## config.mk

```make
export PLATFORM = sky130hd
export DESIGN_NAME = rtcti_top
export DESIGN_NICKNAME = d
export VERILOG_FILES = /design/src/rtl/rtcti_pkg.sv /design/src/rtl/rtcti_top.sv
export SDC_FILE = /design/constraint.sdc
export NUM_CORES = 1
export LEC_CHECK = 0
export BUFFER_PORTS_ARGS = -buffer_cell sky130_fd_sc_hd__buf_2
export CAP_MARGIN = 20
export CELL_PAD_IN_SITES_DETAIL_PLACEMENT = 1
export CELL_PAD_IN_SITES_GLOBAL_PLACEMENT = 2
export CORE_AREA = 10 10 140 142
export DETAILED_ROUTE_END_ITERATION = 6
export DIE_AREA = 0 0 150 152
export PLACE_DENSITY_LB_ADDON = 0.05
export SLEW_MARGIN = 20
export SYNTH_ARGS = -nofsm -noshare
export SYNTH_HDL_FRONTEND = slang
export SYNTH_SLANG_ARGS = --single-unit
export TNS_END_PERCENT = 100
```

## constraint.sdc

```tcl
create_clock -name clk -period 6.9 [get_ports clk]
set_input_delay 0.345 -clock clk [delete_from_list [all_inputs] [get_ports clk]]
set_output_delay 0.345 -clock clk [all_outputs]
set_load 0.005 [all_outputs]
```

## src/rtl/rtcti_pkg.sv

```systemverilog
package rtcti_pkg;
  // special function register addresses
  localparam logic [7:0] RTCTI_ADDR_CTRL = 8'ha1;
  localparam logic [7:0] RTCTI_ADDR_SUBSEC = 8'ha2;
  localparam logic [7:0] RTCTI_ADDR_SEC = 8'ha3;
  localparam logic [7:0] RTCTI_ADDR_MIN = 8'ha4;
  localparam logic [7:0] RTCTI_ADDR_HOUR = 8'ha5;
  localparam logic [7:0] RTCTI_ADDR_IVAL = 8'ha6;
  // reset values
  localparam logic [7:0] RTCTI_RST_COUNT = 8'h00;
  localparam logic [7:0] RTCTI_RST_CTRL = 8'h00;
  // counter limits
  localparam logic [7:0] RTCTI_SUBSEC_MAX = 8'h7f;
  localparam logic [7:0] RTCTI_SEC_MAX = 8'h3b;
  localparam logic [7:0] RTCTI_MIN_MAX = 8'h3b;
  localparam logic [7:0] RTCTI_HOUR24_MAX = 8'h17;
  localparam logic [7:0] RTCTI_HOUR_FULL_MAX = 8'hff;
  // control register field positions
  localparam int RTCTI_BIT_CLK_EN = 0;
  localparam int RTCTI_BIT_IVAL_EN = 1;
  localparam int RTCTI_BIT_FLAG = 2;
  localparam int RTCTI_BIT_SINGLE = 3;
  localparam int RTCTI_BIT_TB_LO = 4;
  localparam int RTCTI_BIT_TB_HI = 5;
  localparam int RTCTI_BIT_24H = 6;

  typedef enum logic [1:0] {
    RTCTI_TB_SUBSEC = 2'b00,
    RTCTI_TB_SEC = 2'b01,
    RTCTI_TB_MIN = 2'b10,
    RTCTI_TB_HOUR = 2'b11
  } rtcti_timebase_e;

  typedef struct packed {
    logic unused;
    logic day_hour_mode;
    rtcti_timebase_e timebase;
    logic single_interval_mode;
    logic interval_match_flag;
    logic interval_counter_enable;
    logic time_clock_enable;
  } rtcti_ctrl_s;

  typedef struct packed {
    logic wr;
    logic rd;
    logic [7:0] addr;
    logic [7:0] wdata;
  } rtcti_sfr_s;
endpackage : rtcti_pkg

```

## src/rtl/rtcti_top.sv

```systemverilog
`timescale 1ns/1ps
`default_nettype none
module rtcti_top
  import rtcti_pkg::*;
#(
  parameter int unsigned CNT_W = 8
) (
  input wire logic clk,
  input wire logic reset,
  input wire logic tick_128,
  input wire rtcti_pkg::rtcti_sfr_s sfr,
  output logic [7:0] sfr_rdata,
  output logic interval_match_flag
);
  import rtcti_pkg::*;

  function automatic logic [7:0] rtcti_wrap_inc(input logic [7:0] v, input logic [7:0] max);
    rtcti_wrap_inc = (v == max) ? 8'h00 : 8'(v + 8'h01);
  endfunction : rtcti_wrap_inc

  rtcti_ctrl_s ctrl_q;
  logic [7:0] subsecond_count_q;
  logic [7:0] rtc_s_count_q;
  logic [7:0] rtc_m_count_q;
  logic [7:0] rtc_h_count_q;
  logic [CNT_W-1:0] interval_compare_reg_q;
  logic [CNT_W-1:0] time_interval_counter_q;
  logic [CNT_W-1:0] ival_next;
  logic [7:0] sfr_rdata_q;
  logic wr_ctrl, wr_sub, wr_sec, wr_min, wr_hour, wr_ival;
  logic sub_tick, sec_tick, min_tick, hour_tick, tb_tick, timeout;
  logic [7:0] hour_max;
  rtcti_ctrl_s wctrl;

  assign wctrl = rtcti_ctrl_s'(sfr.wdata);

  always_comb begin
    wr_ctrl = 1'b0;
    wr_sub = 1'b0;
    wr_sec = 1'b0;
    wr_min = 1'b0;
    wr_hour = 1'b0;
    wr_ival = 1'b0;
    if (sfr.addr == RTCTI_ADDR_CTRL) begin
      wr_ctrl = sfr.wr;
    end else if (sfr.addr == RTCTI_ADDR_SUBSEC) begin
      wr_sub = sfr.wr;
    end else if (sfr.addr == RTCTI_ADDR_SEC) begin
      wr_sec = sfr.wr;
    end else if (sfr.addr == RTCTI_ADDR_MIN) begin
      wr_min = sfr.wr;
    end else if (sfr.addr == RTCTI_ADDR_HOUR) begin
      wr_hour = sfr.wr;
    end else if (sfr.addr == RTCTI_ADDR_IVAL) begin
      wr_ival = sfr.wr;
    end
  end

  // tick chain, gated by the clock enable
  assign sub_tick = ctrl_q.time_clock_enable & tick_128;
  assign sec_tick = sub_tick & (subsecond_count_q == RTCTI_SUBSEC_MAX);
  assign min_tick = sec_tick & (rtc_s_count_q == RTCTI_SEC_MAX);
  assign hour_tick = min_tick & (rtc_m_count_q == RTCTI_MIN_MAX);
  assign hour_max = ctrl_q.day_hour_mode ? RTCTI_HOUR24_MAX : RTCTI_HOUR_FULL_MAX;

  always_comb begin
    case (ctrl_q.timebase)
      RTCTI_TB_SUBSEC: tb_tick = sub_tick;
      RTCTI_TB_SEC: tb_tick = sec_tick;
      RTCTI_TB_MIN: tb_tick = min_tick;
      default: tb_tick = hour_tick;
    endcase
  end

  assign ival_next = CNT_W'(time_interval_counter_q + 1'b1);
  assign timeout = ctrl_q.interval_counter_enable & tb_tick
                   & (ival_next == interval_compare_reg_q);

  // time counters: software write wins over counting
  always_ff @(posedge clk or posedge reset) begin
    if (reset) begin
      subsecond_count_q <= RTCTI_RST_COUNT;
    end else if (wr_sub) begin
      subsecond_count_q <= sfr.wdata;
    end else if (sub_tick) begin
      subsecond_count_q <= rtcti_wrap_inc(subsecond_count_q, RTCTI_SUBSEC_MAX);
    end
  end

  always_ff @(posedge clk or posedge reset) begin
    if (reset) begin
      rtc_s_count_q <= RTCTI_RST_COUNT;
    end else if (wr_sec) begin
      rtc_s_count_q <= sfr.wdata;
    end else if (sec_tick) begin
      rtc_s_count_q <= rtcti_wrap_inc(rtc_s_count_q, RTCTI_SEC_MAX);
    end
  end

  always_ff @(posedge clk or posedge reset) begin
    if (reset) begin
      rtc_m_count_q <= RTCTI_RST_COUNT;
    end else if (wr_min) begin
      rtc_m_count_q <= sfr.wdata;
    end else if (min_tick) begin
      rtc_m_count_q <= rtcti_wrap_inc(rtc_m_count_q, RTCTI_MIN_MAX);
    end
  end

  always_ff @(posedge clk or posedge reset) begin
    if (reset) begin
      rtc_h_count_q <= RTCTI_RST_COUNT;
    end else if (wr_hour) begin
      rtc_h_count_q <= sfr.wdata;
    end else if (hour_tick) begin
      rtc_h_count_q <= rtcti_wrap_inc(rtc_h_count_q, hour_max);
    end
  end

  always_ff @(posedge clk or posedge reset) begin
    if (reset) begin
      interval_compare_reg_q <= CNT_W'(RTCTI_RST_COUNT);
    end else if (wr_ival) begin
      interval_compare_reg_q <= sfr.wdata[CNT_W-1:0];
    end
  end

  // control register; hardware set of the flag beats a software clear
  always_ff @(posedge clk or posedge reset) begin
    if (reset) begin
      ctrl_q <= rtcti_ctrl_s'(RTCTI_RST_CTRL);
    end else begin
      if (wr_ctrl) begin
        ctrl_q.unused <= 1'b0;
        ctrl_q.day_hour_mode <= wctrl.day_hour_mode;
        ctrl_q.timebase <= wctrl.timebase;
        ctrl_q.single_interval_mode <= wctrl.single_interval_mode;
        ctrl_q.time_clock_enable <= wctrl.time_clock_enable;
      end
      if (timeout && ctrl_q.single_interval_mode) begin
        ctrl_q.interval_counter_enable <= 1'b0;
      end else if (wr_ctrl) begin
        ctrl_q.interval_counter_enable <= wctrl.interval_counter_enable;
      end
      if (timeout) begin
        ctrl_q.interval_match_flag <= 1'b1;
      end else if (wr_ctrl) begin
        ctrl_q.interval_match_flag <= wctrl.interval_match_flag;
      end
    end
  end

  // interval counter held at zero while disabled, so enable starts from zero
  always_ff @(posedge clk or posedge reset) begin
    if (reset) begin
      time_interval_counter_q <= '0;
    end else if (!ctrl_q.interval_counter_enable || timeout) begin
      time_interval_counter_q <= '0;
    end else if (tb_tick) begin
      time_interval_counter_q <= ival_next;
    end
  end

  // registered read port, unmapped addresses read zero
  always_ff @(posedge clk or posedge reset) begin
    if (reset) begin
      sfr_rdata_q <= 8'h00;
    end else if (sfr.rd) begin
      if (sfr.addr == RTCTI_ADDR_CTRL) begin
        sfr_rdata_q <= ctrl_q;
      end else if (sfr.addr == RTCTI_ADDR_SUBSEC) begin
        sfr_rdata_q <= subsecond_count_q;
      end else if (sfr.addr == RTCTI_ADDR_SEC) begin
        sfr_rdata_q <= rtc_s_count_q;
      end else if (sfr.addr == RTCTI_ADDR_MIN) begin
        sfr_rdata_q <= rtc_m_count_q;
      end else if (sfr.addr == RTCTI_ADDR_HOUR) begin
        sfr_rdata_q <= rtc_h_count_q;
      end else if (sfr.addr == RTCTI_ADDR_IVAL) begin
        sfr_rdata_q <= 8'(interval_compare_reg_q);
      end else begin
        sfr_rdata_q <= 8'h00;
      end
    end
  end

  assign sfr_rdata = sfr_rdata_q;
  assign interval_match_flag = ctrl_q.interval_match_flag;
endmodule : rtcti_top
`default_nettype wire

```

# [After elaboration in Yosys (flattened, before gate mapping)]
# Index checks and enable logic that the tools add are counted.
[word_totals] register_bits=63 inputBits=21 wordCells=95
[classes] addsub=5 eq_ne=13 muxes=47 n_bitwise=6 reduce_logical=11
[op_table] cell="2-to-1 mux 8 bit" count=21
[op_table] cell="== test 8 bit, second input constant" count=6
[op_table] cell="adder 8 x 1 -> 8 bit, second input constant" count=5
[op_table] cell="2-to-1 mux 1 bit" count=25
[op_table] cell="== test 8 x 6 -> 1 bit, second input constant" count=2
[op_table] cell="== test 8 bit" count=2
[op_table] cell="nonzero test 2 bit" count=7
[op_table] cell="== test 8 x 7 -> 1 bit, second input constant" count=1
[op_table] cell="AND 1 bit" count=6
[op_table] cell="one-hot mux 1 bit (3 select lines)" count=1
[op_table] cell="== test 2 x 1 -> 1 bit, second input constant" count=1
[op_table] cell="== test 2 bit, second input constant" count=1
[op_table] cell="zero test 2 bit" count=1
[op_table] cell="logical AND 1 bit" count=1
[op_table] cell="zero test 1 bit" count=1
[op_table] cell="logical OR 1 bit" count=1

# [Logic depth before layout (Yosys ltp)]
# Gate-level depths: netlist (run 1).
[depth] ltp_word=9 mapped_depth=9 depth_no_buf=7

# [Worst setup path after synthesis (run 1)]
# OpenSTA, ideal clock, no wires.
[synth_path] path_kind="flip-flop to flip-flop" startpoint="register rtc_m_count_q[0]" endpoint="register time_interval_counter_q[4]" arrival_time_ps=2153 setup_slack_ps=4665 path_stages_with_launch=9 path_buffers=1 period_less_slack_ps=2235 path_cell_list="dfrtp_1 ha_1 nor4b_2 and4_1 buf_6 o2111ai_4 and2_4 or4b_1 a31oi_1"
[synth_via] elab_chain_len=7
[synth_lines] item="start, declared" line="rtcti_top.sv:24" rtl="logic [7:0] rtc_m_count_q;"
[synth_lines] item="start signal, assigned" line="rtcti_top.sv:104" rtl="rtc_m_count_q <= sfr.wdata;"
[synth_lines] item="start signal, assigned" line="rtcti_top.sv:106" rtl="rtc_m_count_q <= rtcti_wrap_inc(rtc_m_count_q, RTCTI_MIN_MAX);"
[synth_lines] item="== test 8 x 6 -> 1 bit (*)" line="rtcti_top.sv:63" rtl="assign hour_tick = min_tick & (rtc_m_count_q == RTCTI_MIN_MAX);"
[synth_lines] item="AND 1 bit (*)" line="rtcti_top.sv:63"
[synth_lines] item="one-hot mux 1 bit (3 select lines) (*)" line="rtcti_top.sv:67" rtl="case (ctrl_q.timebase)"
[synth_lines] item="AND 1 bit" line="rtcti_top.sv:76" rtl="assign timeout = ctrl_q.interval_counter_enable & tb_tick"
[synth_lines] item="AND 1 bit" line="rtcti_top.sv:77" rtl="& (ival_next == interval_compare_reg_q);"
[synth_lines] item="logical OR 1 bit" line="rtcti_top.sv:157" rtl="end else if (!ctrl_q.interval_counter_enable || timeout) begin"
[synth_lines] item="2-to-1 mux 8 bit / nonzero test 2 bit (equally long branches)"
[synth_lines] item="end signal, assigned" line="rtcti_top.sv:160" rtl="time_interval_counter_q <= ival_next;"
[synth_lines] item="end, declared" line="rtcti_top.sv:27" rtl="logic [CNT_W-1:0] time_interval_counter_q;"
# Mark *: on every way between the ends. The rest lies on a longest branch, timed or not.
# A chain may end at the register's enable or synchronous reset.

# [Worst setup path after layout (run 1)]
[layout_path] startpoint="register subsecond_count_q[0]" endpoint="register time_interval_counter_q[4]"
[layout_via] elab_chain_len=9
[layout_lines] item="start, declared" line="rtcti_top.sv:22" rtl="logic [7:0] subsecond_count_q;"
[layout_lines] item="start signal, assigned" line="rtcti_top.sv:84" rtl="subsecond_count_q <= sfr.wdata;"
[layout_lines] item="start signal, assigned" line="rtcti_top.sv:86" rtl="subsecond_count_q <= rtcti_wrap_inc(subsecond_count_q, RTCTI_SUBSEC_MAX);"
[layout_lines] item="== test 8 x 7 -> 1 bit (*)" line="rtcti_top.sv:61" rtl="assign sec_tick = sub_tick & (subsecond_count_q == RTCTI_SUBSEC_MAX);"
[layout_lines] item="AND 1 bit (*)" line="rtcti_top.sv:61"
[layout_lines] item="AND 1 bit" line="rtcti_top.sv:62" rtl="assign min_tick = sec_tick & (rtc_s_count_q == RTCTI_SEC_MAX);"
[layout_lines] item="AND 1 bit" line="rtcti_top.sv:63"
[layout_lines] item="one-hot mux 1 bit (3 select lines) (*)" line="rtcti_top.sv:67"
[layout_lines] item="AND 1 bit" line="rtcti_top.sv:76"
[layout_lines] item="AND 1 bit" line="rtcti_top.sv:77"
[layout_lines] item="logical OR 1 bit" line="rtcti_top.sv:157"
[layout_lines] item="2-to-1 mux 8 bit / nonzero test 2 bit (equally long branches)"
# Marked as above.

==> results_dict.tcl, run 1 <==
set metrics [dict create \
    outcome "finished, final reports clean" \
    drt_first_pass_iters 4 \
    dp_hpwl_um 10700 \
    drcViolationCount 0 \
    yosys_warnings 0 \
    syn_area_um2 4120 \
    arrival_ns 2.95 \
    synth_nets 488 \
    ys_seq_elements 63 \
    overflow 0 \
    worstSetupPathType "flop to flop" \
    grt_max_degree 64 \
    numCtsBuffers 9 \
    powerDensity_nw_per_um2 215 \
    hold_viol 0 \
    post-synth-top-count-cell "dfrtp_1" \
    worst-endpoint-required_ns 7.15 \
    start_util_pct 24.3 \
    skew_ns 0.00702 \
    syn_inst 462 \
    die_w_um 150 \
    postSynth.asyncResetShare_pct 100 \
    cts_sinks 63 \
    rows 48 \
    yosysTopAreaCellShare_pct 38.3 \
    rsz0062_at_grt "no" \
    area_delta_synth_final_pct 14.9 \
    avgSynthCellArea_um2 8.91 \
    ant_nets 0 \
    post_cts_buffers 0 \
    viasPerCell 5.10 \
    cpPeakStageDelay_ns 0.51 \
    cts_tree "done" \
    clk_path_buf_depth 2 \
    fin_tns_setup_ns 0 \
    gp_congestion 0.762 \
    synth_edf_count 0 \
    fill_cells 2001 \
    portBuffers 29 \
    worstSkewPairLatency_ns 0.34 \
    critPathLaunchType "flop" \
    cts_root_buffer "clkbuf_16" \
    wl_per_cell_um 20.9 \
    fin_cells 706 \
    core-area_um2 16900 \
    drive_gt1_share_pct 17.5 \
    max_freq_ghz 0.371 \
    grt_pass1_vias 3772 \
    synthTopCellsByCount "dfrtp_1 (63), a21oi_1 (56), nor2_1 (46)" \
    end_kind "flop" \
    path_cells "ha_1, nand4_2, nor3_2, o2111ai_4, and2_4, or4b_1, a31oi_1" \
    finalWirelength_um 14700 \
    grt_pass1_wl_um 23200 \
    clk_pin_slew_ns 0.06 \
    relSlewSlack_pct 38.8 \
    ys_types 64 \
    cap_violations 0 \
    synth.largest_area_cell "dfrtp_1" \
    grt_use_total_pct 13.3 \
    placed_cells 691 \
    vdd_drop_max_mv 0.148 \
    slowest_stage "or4b_1" \
    drtIter0Drc 199 \
    worstMarginPinSlew_ns 0.918 \
    holdBufCountCts 0 \
    die_h_um 152 \
    drv_slew 0 \
    die-area_um2 22800 \
    ys_seq_area_share_pct 38.3 \
    final-setup-viol-count 0 \
    synthFlopType "dfrtp_1" \
    antenna_found_initial 0 \
    path_max_fanout 15 \
    p_leak_nw 1.93 \
    h-tree-depth 3 \
    num_vias 3603 \
    period_minus_slack_ns 2.70 \
    io_pins 30 \
    netlist_top_cells_area "dfrtp_1 (38%), a21oi_1 (6.8%), mux2_2 (4.7%), nor2_1 (4.2%), mux2i_1 (3.6%)" \
    cts_resized 0 \
    finalCritPeriodShare_pct 39.1 \
    min_path_type "primary input to async pin" \
    nets 503 \
    antenna_cells 0 \
]
## where the power goes
part           internal [mW]  switching, mW  total (mW)
sequential             0.396         0.0408       0.437
combinational         0.0482         0.0638       0.112
clock                  0.295          0.170       0.466
## kinds of logic (layout without fill, tap and decap cells)
group                      count (synthesis)  count (layout)  synth area share, %
and+or+nand+nor                          175             175                 23.6
AOI/OAI and AO/OA                        135             135                 20.9
DFF                                       63              63                 38.3
buffers and inverters                     35              54                 3.80
muxes                                     32              32                 8.30
xor gates and xnor gates                  17              17                 3.62
adders and majority gates                  5               5                 1.52
## critical path, delay by kind of cell (launching register included)
family | cells | cell delay [ns]
flip-flops | 1 | 0.41
AO/OA/AOI/OAI | 2 | 0.40
adder cells (fa/ha/maj) | 1 | 0.31
AND/OR/NAND/NOR | 4 | 1.49
## layout make-up
class | instances | area, um2 | share of cell area (%)
clock buffers | 11 | 253 | 5.34
flip-flops and latches | 63 | 1580 | 33.3
inverters | 8 | 30.0 | 0.635
well taps | 225 | 282 | 5.95
repair buffers | 31 | 160 | 3.39
multi-input cells | 364 | 2380 | 50.4
clock inverters | 4 | 45.0 | 0.952
## metal layers
layer | vias to the layer above | track usage (%) | routed length [um]
met4 | 0 | 4.17 | 147
met5 | - | 0 | 0
met2 | 40 | 20.9 | 6980
li1 | 1746 | - | -
met1 | 1806 | 18.0 | 7130
met3 | 11 | 2.35 | 481
## placed cells by master, fill, tap and decap left out, types with 3 or more instances in the layout
master,netlist,routed
o21ai_0,20,20
clkbuf_16,0,9
dfrtp_1,63,63
a21oi_1,56,56
nand4_2,3,3
nor4_1,3,3
or4b_1,4,4
xnor2_1,8,8
o21a_1,13,13
mux2i_1,15,15
or3_1,5,5
inv_1,7,6
nand3_1,20,20
mux2_2,17,17
a22oi_1,9,9
nand4_1,5,5
o211ai_1,4,4
ha_1,5,5
nor3_1,10,10
clkinv_2,0,3
o221ai_1,7,7
o31ai_1,3,3
a31oi_1,4,4
nand2_1,40,40
xor2_1,9,9
and3_1,6,6
nand3b_1,4,4
nor2b_1,5,5
buf_2,5,29
nor2_1,46,46
## final timing paths
check                                                       from                                      to  slack [ns]  cells after the start
worst max-delay path            subsecond_count_q[0]$_DFFE_PP0P_  time_interval_counter_q[4]$_DFFE_PP0P_        4.20                      7
worst min-delay path                                       reset            rtc_m_count_q[3]$_DFFE_PP0P_        0.27                      3
worst max register to register  subsecond_count_q[0]$_DFFE_PP0P_  time_interval_counter_q[4]$_DFFE_PP0P_        4.20                      7
worst min register to register             ctrl_q[3]$_DFFE_PP0P_                   ctrl_q[1]$_DFFE_PP0P_        0.47                      1
max in group asynchronous                                  reset                sfr_rdata[4]$_DFFE_PP0P_        6.02                      3
min in group clk                                          sfr[6]        subsecond_count_q[6]$_DFFE_PP0P_        0.36                      3
## sequential cells by signal, summed over array words and instances (netlist names)
name / cells
interval_compare_reg_q: 8
time_interval_counter_q: 8
subsecond_count_q: 8
rtc_h_count_q: 8
rtc_m_count_q: 8
rtc_s_count_q: 8
sfr_rdata: 8
ctrl_q: 6
interval_match_flag: 1
## through the flow
stage / util (%) / cell area, um2 / total power [mW] / hold slack, ns / setup slack (ns)
2_1_floorplan: - / 4120 / 0.506 / 0.434 / 4.66
3_3_place_gp: 26.2 / 4430 / 0.557 / 0.463 / 4.20
3_5_place_dp: 26.2 / 4430 / 0.559 / 0.466 / 4.20
4_1_cts: 27.9 / 4730 / 1.04 / 0.326 / 4.17
5_1_grt: 27.9 / 4730 / 1.07 / 0.362 / 3.99
6_report: 27.9 / 4730 / 1.01 / 0.275 / 4.20
(Power assumes the default switching activity.)
==> run 2: changes to the inputs <==
- clock period: 6.9 -> 2.6 ns (I/O delays scaled with it)
==> results_dict.tcl, run 2 (synthesis results as in run 1) <==
set metrics [dict create \
    outcome "finished, final reports clean" \
    finalWirelength_um 14800 \
    start_util_pct 24.3 \
    fin_util_pct 29.2 \
    nets 531 \
    max_freq_ghz 0.415 \
    hp-start "sfr[6]" \
    slowest_stage "or4b_1" \
    final_cell_mix "dfrtp_1 (63), a21oi_1 (56), nor2_1 (46)" \
    viasPerCell 4.97 \
    critPathLaunchType "flop" \
    wl_per_cell_um 20.2 \
    clk_pin_slew_ns 0.06 \
    cap_violations 0 \
    multiInputGateArea_um2 2420 \
    dp_hpwl_um 11100 \
    rows 48 \
    min_path_type "primary input to flop" \
    cts_tree "done" \
    cts_sinks 63 \
    period_minus_slack_ns 2.41 \
    r2r-start "rtc_m_count_q[0]$_DFFE_PP0P_" \
    drt_first_pass_iters 4 \
    powerDensity_nw_per_um2 517 \
    portBuffers 29 \
    area_delta_synth_final_pct 20.1 \
    relSlewSlack_pct 59.0 \
    drtIter0Drc 218 \
    reg2reg_slack_ns 0.19 \
    grt_pass1_vias 3980 \
    drive_gt1_share_pct 21.9 \
    cts_root_buffer "clkbuf_16" \
    drv_slew 0 \
    fin_tns_setup_ns 0 \
    placed_cells 718 \
    clk_path_buf_depth 2 \
    h-tree-depth 3 \
    worst_path_dominant_cell_family "simple AND/OR/NAND/NOR gates" \
    hold_viol 0 \
    final_common_cell "dfrtp_1" \
    numCtsBuffers 9 \
    io_pins 30 \
    drcViolationCount 0 \
    final-setup-viol-count 0 \
    hold_path_depth 3 \
    crit_buf_inv 0 \
    path_cells "ha_2, nor4b_4, and4_2, o2111ai_4, and2_4, or4b_1, a31oi_1" \
    post_cts_buffers 0 \
    path_max_fanout 9 \
    rsz0062_at_grt "no" \
    worst-endpoint-required_ns 2.85 \
    end_kind "flop" \
    worstSkewPairLatency_ns 0.34 \
    fin_cells 733 \
    skew_ns 0.00782 \
    die_h_um 152 \
    seqCellArea_um2 1580 \
    cpPeakStageDelay_ns 0.50 \
    hold_end "subsecond_count_q[6]$_DFFE_PP0P_" \
    worstSetupPathType "flop to flop" \
    vdd_drop_max_mv 0.287 \
    reg2reg_depth 7 \
    num_vias 3645 \
    grt_use_total_pct 13.7 \
    arrival_ns 2.66 \
    die_w_um 150 \
    gp_congestion 0.776 \
    p_leak_nw 2.05 \
    grt_max_degree 64 \
    worstMarginPinSlew_ns 0.615 \
    grt_pass1_wl_um 23900 \
    fill_cells 2019 \
    core-area_um2 16900 \
    antenna_found_initial 1 \
    die-area_um2 22800 \
    whs_ns 0.145 \
    ant_nets 0 \
    finalCritPeriodShare_pct 92.7 \
    r2r-end "time_interval_counter_q[6]$_DFFE_PP0P_" \
    overflow 0 \
]
==> run 2: metal layers <==
metal | share of wire (%) | wire (um) | global-route usage (%) | up-vias
li1 | - | - | - | 1798
met1 | 48 | 7050 | 18.0 | 1799
met2 | 47 | 6980 | 21.5 | 37
met3 | 3.6 | 539 | 3.39 | 11
met4 | 1.4 | 204 | 4.12 | 0
met5 | 0 | 0 | 0 | -
==> run 2: repair_timing <==
item                       in CTS  in global routing
resized for setup               0                  6
hold buffers                    1                  0
hold endpoints to repair       63                  0
setup endpoints to repair       0                  4
==> run 2: worst min-delay path: stages <==
cell,delay (ns)
buf_2,0.16
nor2_1,0.11
a21oi_1,0.05
==> run 2: cell type report <==
class | instances | share of cell area (%)
clock buffer | 11 | 4.91
multi-input combinational | 364 | 48.9
sequential | 63 | 31.9
antenna | 1 | 0.0506
inverter | 8 | 0.607
timing repair buffer | 59 | 7.79
tap | 225 | 5.69
clock inverter | 2 | 0.202
==> run 2: worst max path at each step <==
stage,start,endpoint,slack [ns],depth (start not counted)
finish,rtc_m_count_q[0]$_DFFE_PP0P_,time_interval_counter_q[6]$_DFFE_PP0P_,0.19,7
global route,subsecond_count_q[0]$_DFFE_PP0P_,time_interval_counter_q[6]$_DFFE_PP0P_,0.02,7
CTS,rtc_m_count_q[0]$_DFFE_PP0P_,time_interval_counter_q[6]$_DFFE_PP0P_,0.08,7
detailed placement,rtc_m_count_q[0]$_DFFE_PP0P_,time_interval_counter_q[6]$_DFFE_PP0P_,0.08,7
global placement,rtc_s_count_q[2]$_DFFE_PP0P_,rtc_h_count_q[3]$_DFFE_PP0P_,0.17,7
floorplan,rtc_m_count_q[0]$_DFFE_PP0P_,time_interval_counter_q[4]$_DFFE_PP0P_,0.36,8
==> run 2: stage by stage <==
stage               cell area [um2]  power, mW  setup WS, ns
floorplan                      4120       1.34         0.365
CTS                            4910       2.60        0.0767
detailed placement             4650       1.49        0.0790
global route                   4940       2.72        0.0185
global placement               4650       1.49         0.167
finish                         4940       2.56         0.189
==> run 2: power breakdown <==
part	switching [mW]	leakage [nW]	internal [mW]
logic	0.183	1.08	0.140
registers	0.0975	0.844	1.05
clock network	0.431	0.127	0.651
total	0.712	2.05	1.84
==> run 3: changes to the inputs <==
- SETUP_SLACK_MARGIN: not set -> 0.5
==> results_dict.tcl, run 3 (synthesis results as in run 1) <==
set metrics [dict create \
    placed_cell_area_um2 4710 \
    path_cells "or4_4, or4_4, buf_12, nor2_8, nand2_4, o31a_1, a21oi_2" \
    reg2reg_depth 7 \
    outcome "finished, final reports clean" \
    slowest_stage "or4_4" \
    area_delta_synth_final_pct 32.5 \
    gp_congestion 0.758 \
    worstSkewPairLatency_ns 0.34 \
    wl_per_cell_um 20.8 \
    nets 560 \
    final_cell_mix "buf_4 (53), a21oi_1 (52), dfrtp_1 (52)" \
    num_vias 3846 \
    grt_use_total_pct 14.1 \
    hp-start "sfr[2]" \
    drcViolationCount 0 \
    io_pins 30 \
    ant_nets 0 \
    grt_max_degree 45 \
    overflow 0 \
    cts_sinks 63 \
    die_w_um 150 \
    max_freq_ghz 0.447 \
    arrival_ns 2.50 \
    die-area_um2 22800 \
    hold_end "rtc_s_count_q[2]$_DFFE_PP0P_" \
    grt_pass1_vias 4065 \
    fin_tns_setup_ns 0 \
    portBuffers 29 \
    final-setup-viol-count 0 \
    worstMarginPinSlew_ns 0.598 \
    r2r-start "subsecond_count_q[7]$_DFFE_PP0P_" \
    numCtsBuffers 9 \
    core-area_um2 16900 \
    dp_hpwl_um 11500 \
    worst-endpoint-required_ns 2.86 \
    cpPeakStageDelay_ns 0.56 \
    crit_top_cell "or4_4" \
    clk_path_buf_depth 2 \
    rsz0062_at_grt "yes" \
    h-tree-depth 3 \
    grt_pass1_wl_um 24700 \
    min_path_type "primary input to flop" \
    skew_ns 0.00664 \
    die_h_um 152 \
    drt_first_pass_iters 4 \
    drtIter0Drc 192 \
    cts_tree "done" \
    hold_viol 0 \
    antenna_found_initial 1 \
    worstSetupPathType "flop to flop" \
    start_util_pct 24.3 \
    drive_gt1_share_pct 33.8 \
    powerDensity_nw_per_um2 487 \
    relSlewSlack_pct 60.1 \
    cap_violations 0 \
    drv_slew 0 \
    path_max_fanout 6 \
    viasPerCell 5.03 \
    p_leak_nw 2.22 \
    hold_path_depth 3 \
    rows 48 \
    end_kind "flop" \
    critPathLaunchType "flop" \
    finalWirelength_um 15900 \
    r2r-end "rtc_h_count_q[3]$_DFFE_PP0P_" \
    final_common_cell "buf_4" \
    period_minus_slack_ns 2.24 \
    final_cell_area_um2 5460 \
    clk_pin_slew_ns 0.06 \
    finalCritPeriodShare_pct 86.1 \
    cts_root_buffer "clkbuf_16" \
    reg2reg_slack_ns 0.36 \
    vdd_drop_max_mv 0.381 \
]
## run 3: cell types whose count changed in the layout (fill, tap and decap cells not counted), moves of 3 or more
cell | before | now
buf_4 | 28 | 53
ha_4 | 0 | 3
nand3_2 | 0 | 3
dfrtp_2 | 0 | 11
nand2_2 | 1 | 4
a21oi_1 | 56 | 52
nand2_1 | 40 | 36
dfrtp_1 | 63 | 52
a21oi_2 | 1 | 5
ha_1 | 4 | 1
clkbuf_1 | 1 | 4
buf_6 | 0 | 3
nand3_1 | 20 | 16
## run 3: how the worst max path moves through the flow
stage | to | slack [ns] | depth (start not counted) | start
finish | rtc_h_count_q[3]$_DFFE_PP0P_ | 0.36 | 7 | subsecond_count_q[7]$_DFFE_PP0P_
global route | time_interval_counter_q[4]$_DFFE_PP0P_ | 0.28 | 8 | time_interval_counter_q[0]$_DFFE_PP0P_
CTS | rtc_h_count_q[3]$_DFFE_PP0P_ | 0.37 | 7 | rtc_s_count_q[2]$_DFFE_PP0P_
detailed placement | time_interval_counter_q[3]$_DFFE_PP0P_ | 0.01 | 8 | time_interval_counter_q[0]$_DFFE_PP0P_
global placement | time_interval_counter_q[5]$_DFFE_PP0P_ | 0.17 | 8 | time_interval_counter_q[0]$_DFFE_PP0P_
floorplan | time_interval_counter_q[3]$_DFFE_PP0P_ | 0.41 | 7 | rtc_s_count_q[1]$_DFFE_PP0P_
## run 3: timing repair
action | 4_1_cts | 5_1_grt
endpoints found under the hold margin | 19 | 0
endpoints found under the setup margin | 28 | 28
resized for setup | 37 | 26
setup buffers | 17 | 9
hold buffers | 1 | 0
pin swaps | 10 | 24
## run 3: final cells by class
class | instances | area [um2]
Multi-Input combinational cell | 364 | 2670
Tap cell | 225 | 282
Inverter | 8 | 30.0
Timing Repair Buffer | 88 | 627
Antenna cell | 1 | 2.50
Clock inverter | 1 | 5.00
Clock buffer | 14 | 254
Fill cell | 1988 | 11500
Sequential cell | 63 | 1590
## run 3: power by group
part / switching (mW) / internal, mW / total, mW
clock: 0.448 / 0.666 / 1.11
combinational: 0.225 / 0.177 / 0.402
sequential: 0.0879 / 1.05 / 1.14
## run 3: through the flow
step                      instances  util [%]  setup WS, ns  total power, mW  hold WS [ns]
final                           764      32.2         0.361             2.66         0.168
after global routing            763      32.2         0.278             2.80         0.184
after CTS                       754      31.1         0.366             2.70         0.160
after detailed placement        721      27.8        0.0102             1.54         0.226
after global placement          721      27.8         0.171             1.53         0.232
after floorplan                 462         -         0.409             1.35         0.247
## run 3: per-layer routing
layer  vias to the layer above  global-route usage [%]  wire length (um)  part of all wire (%)
met2                        48                    22.2              7520                    47
met3                        15                    2.64               448                   2.8
met1                      1926                    19.0              7640                    48
met5                         -                       0                 0                     0
met4                         0                    4.63               252                   1.6
li1                       1857                       -                 -                     -
## run 3: worst max-delay path, delay by kind of cell (launching register included)
family	cells	cell delay (ns)
AOI/OAI and AO/OA	2	0.37
buffers and inverters	1	0.17
DFF	1	0.41
and+or+nand+nor	4	1.21
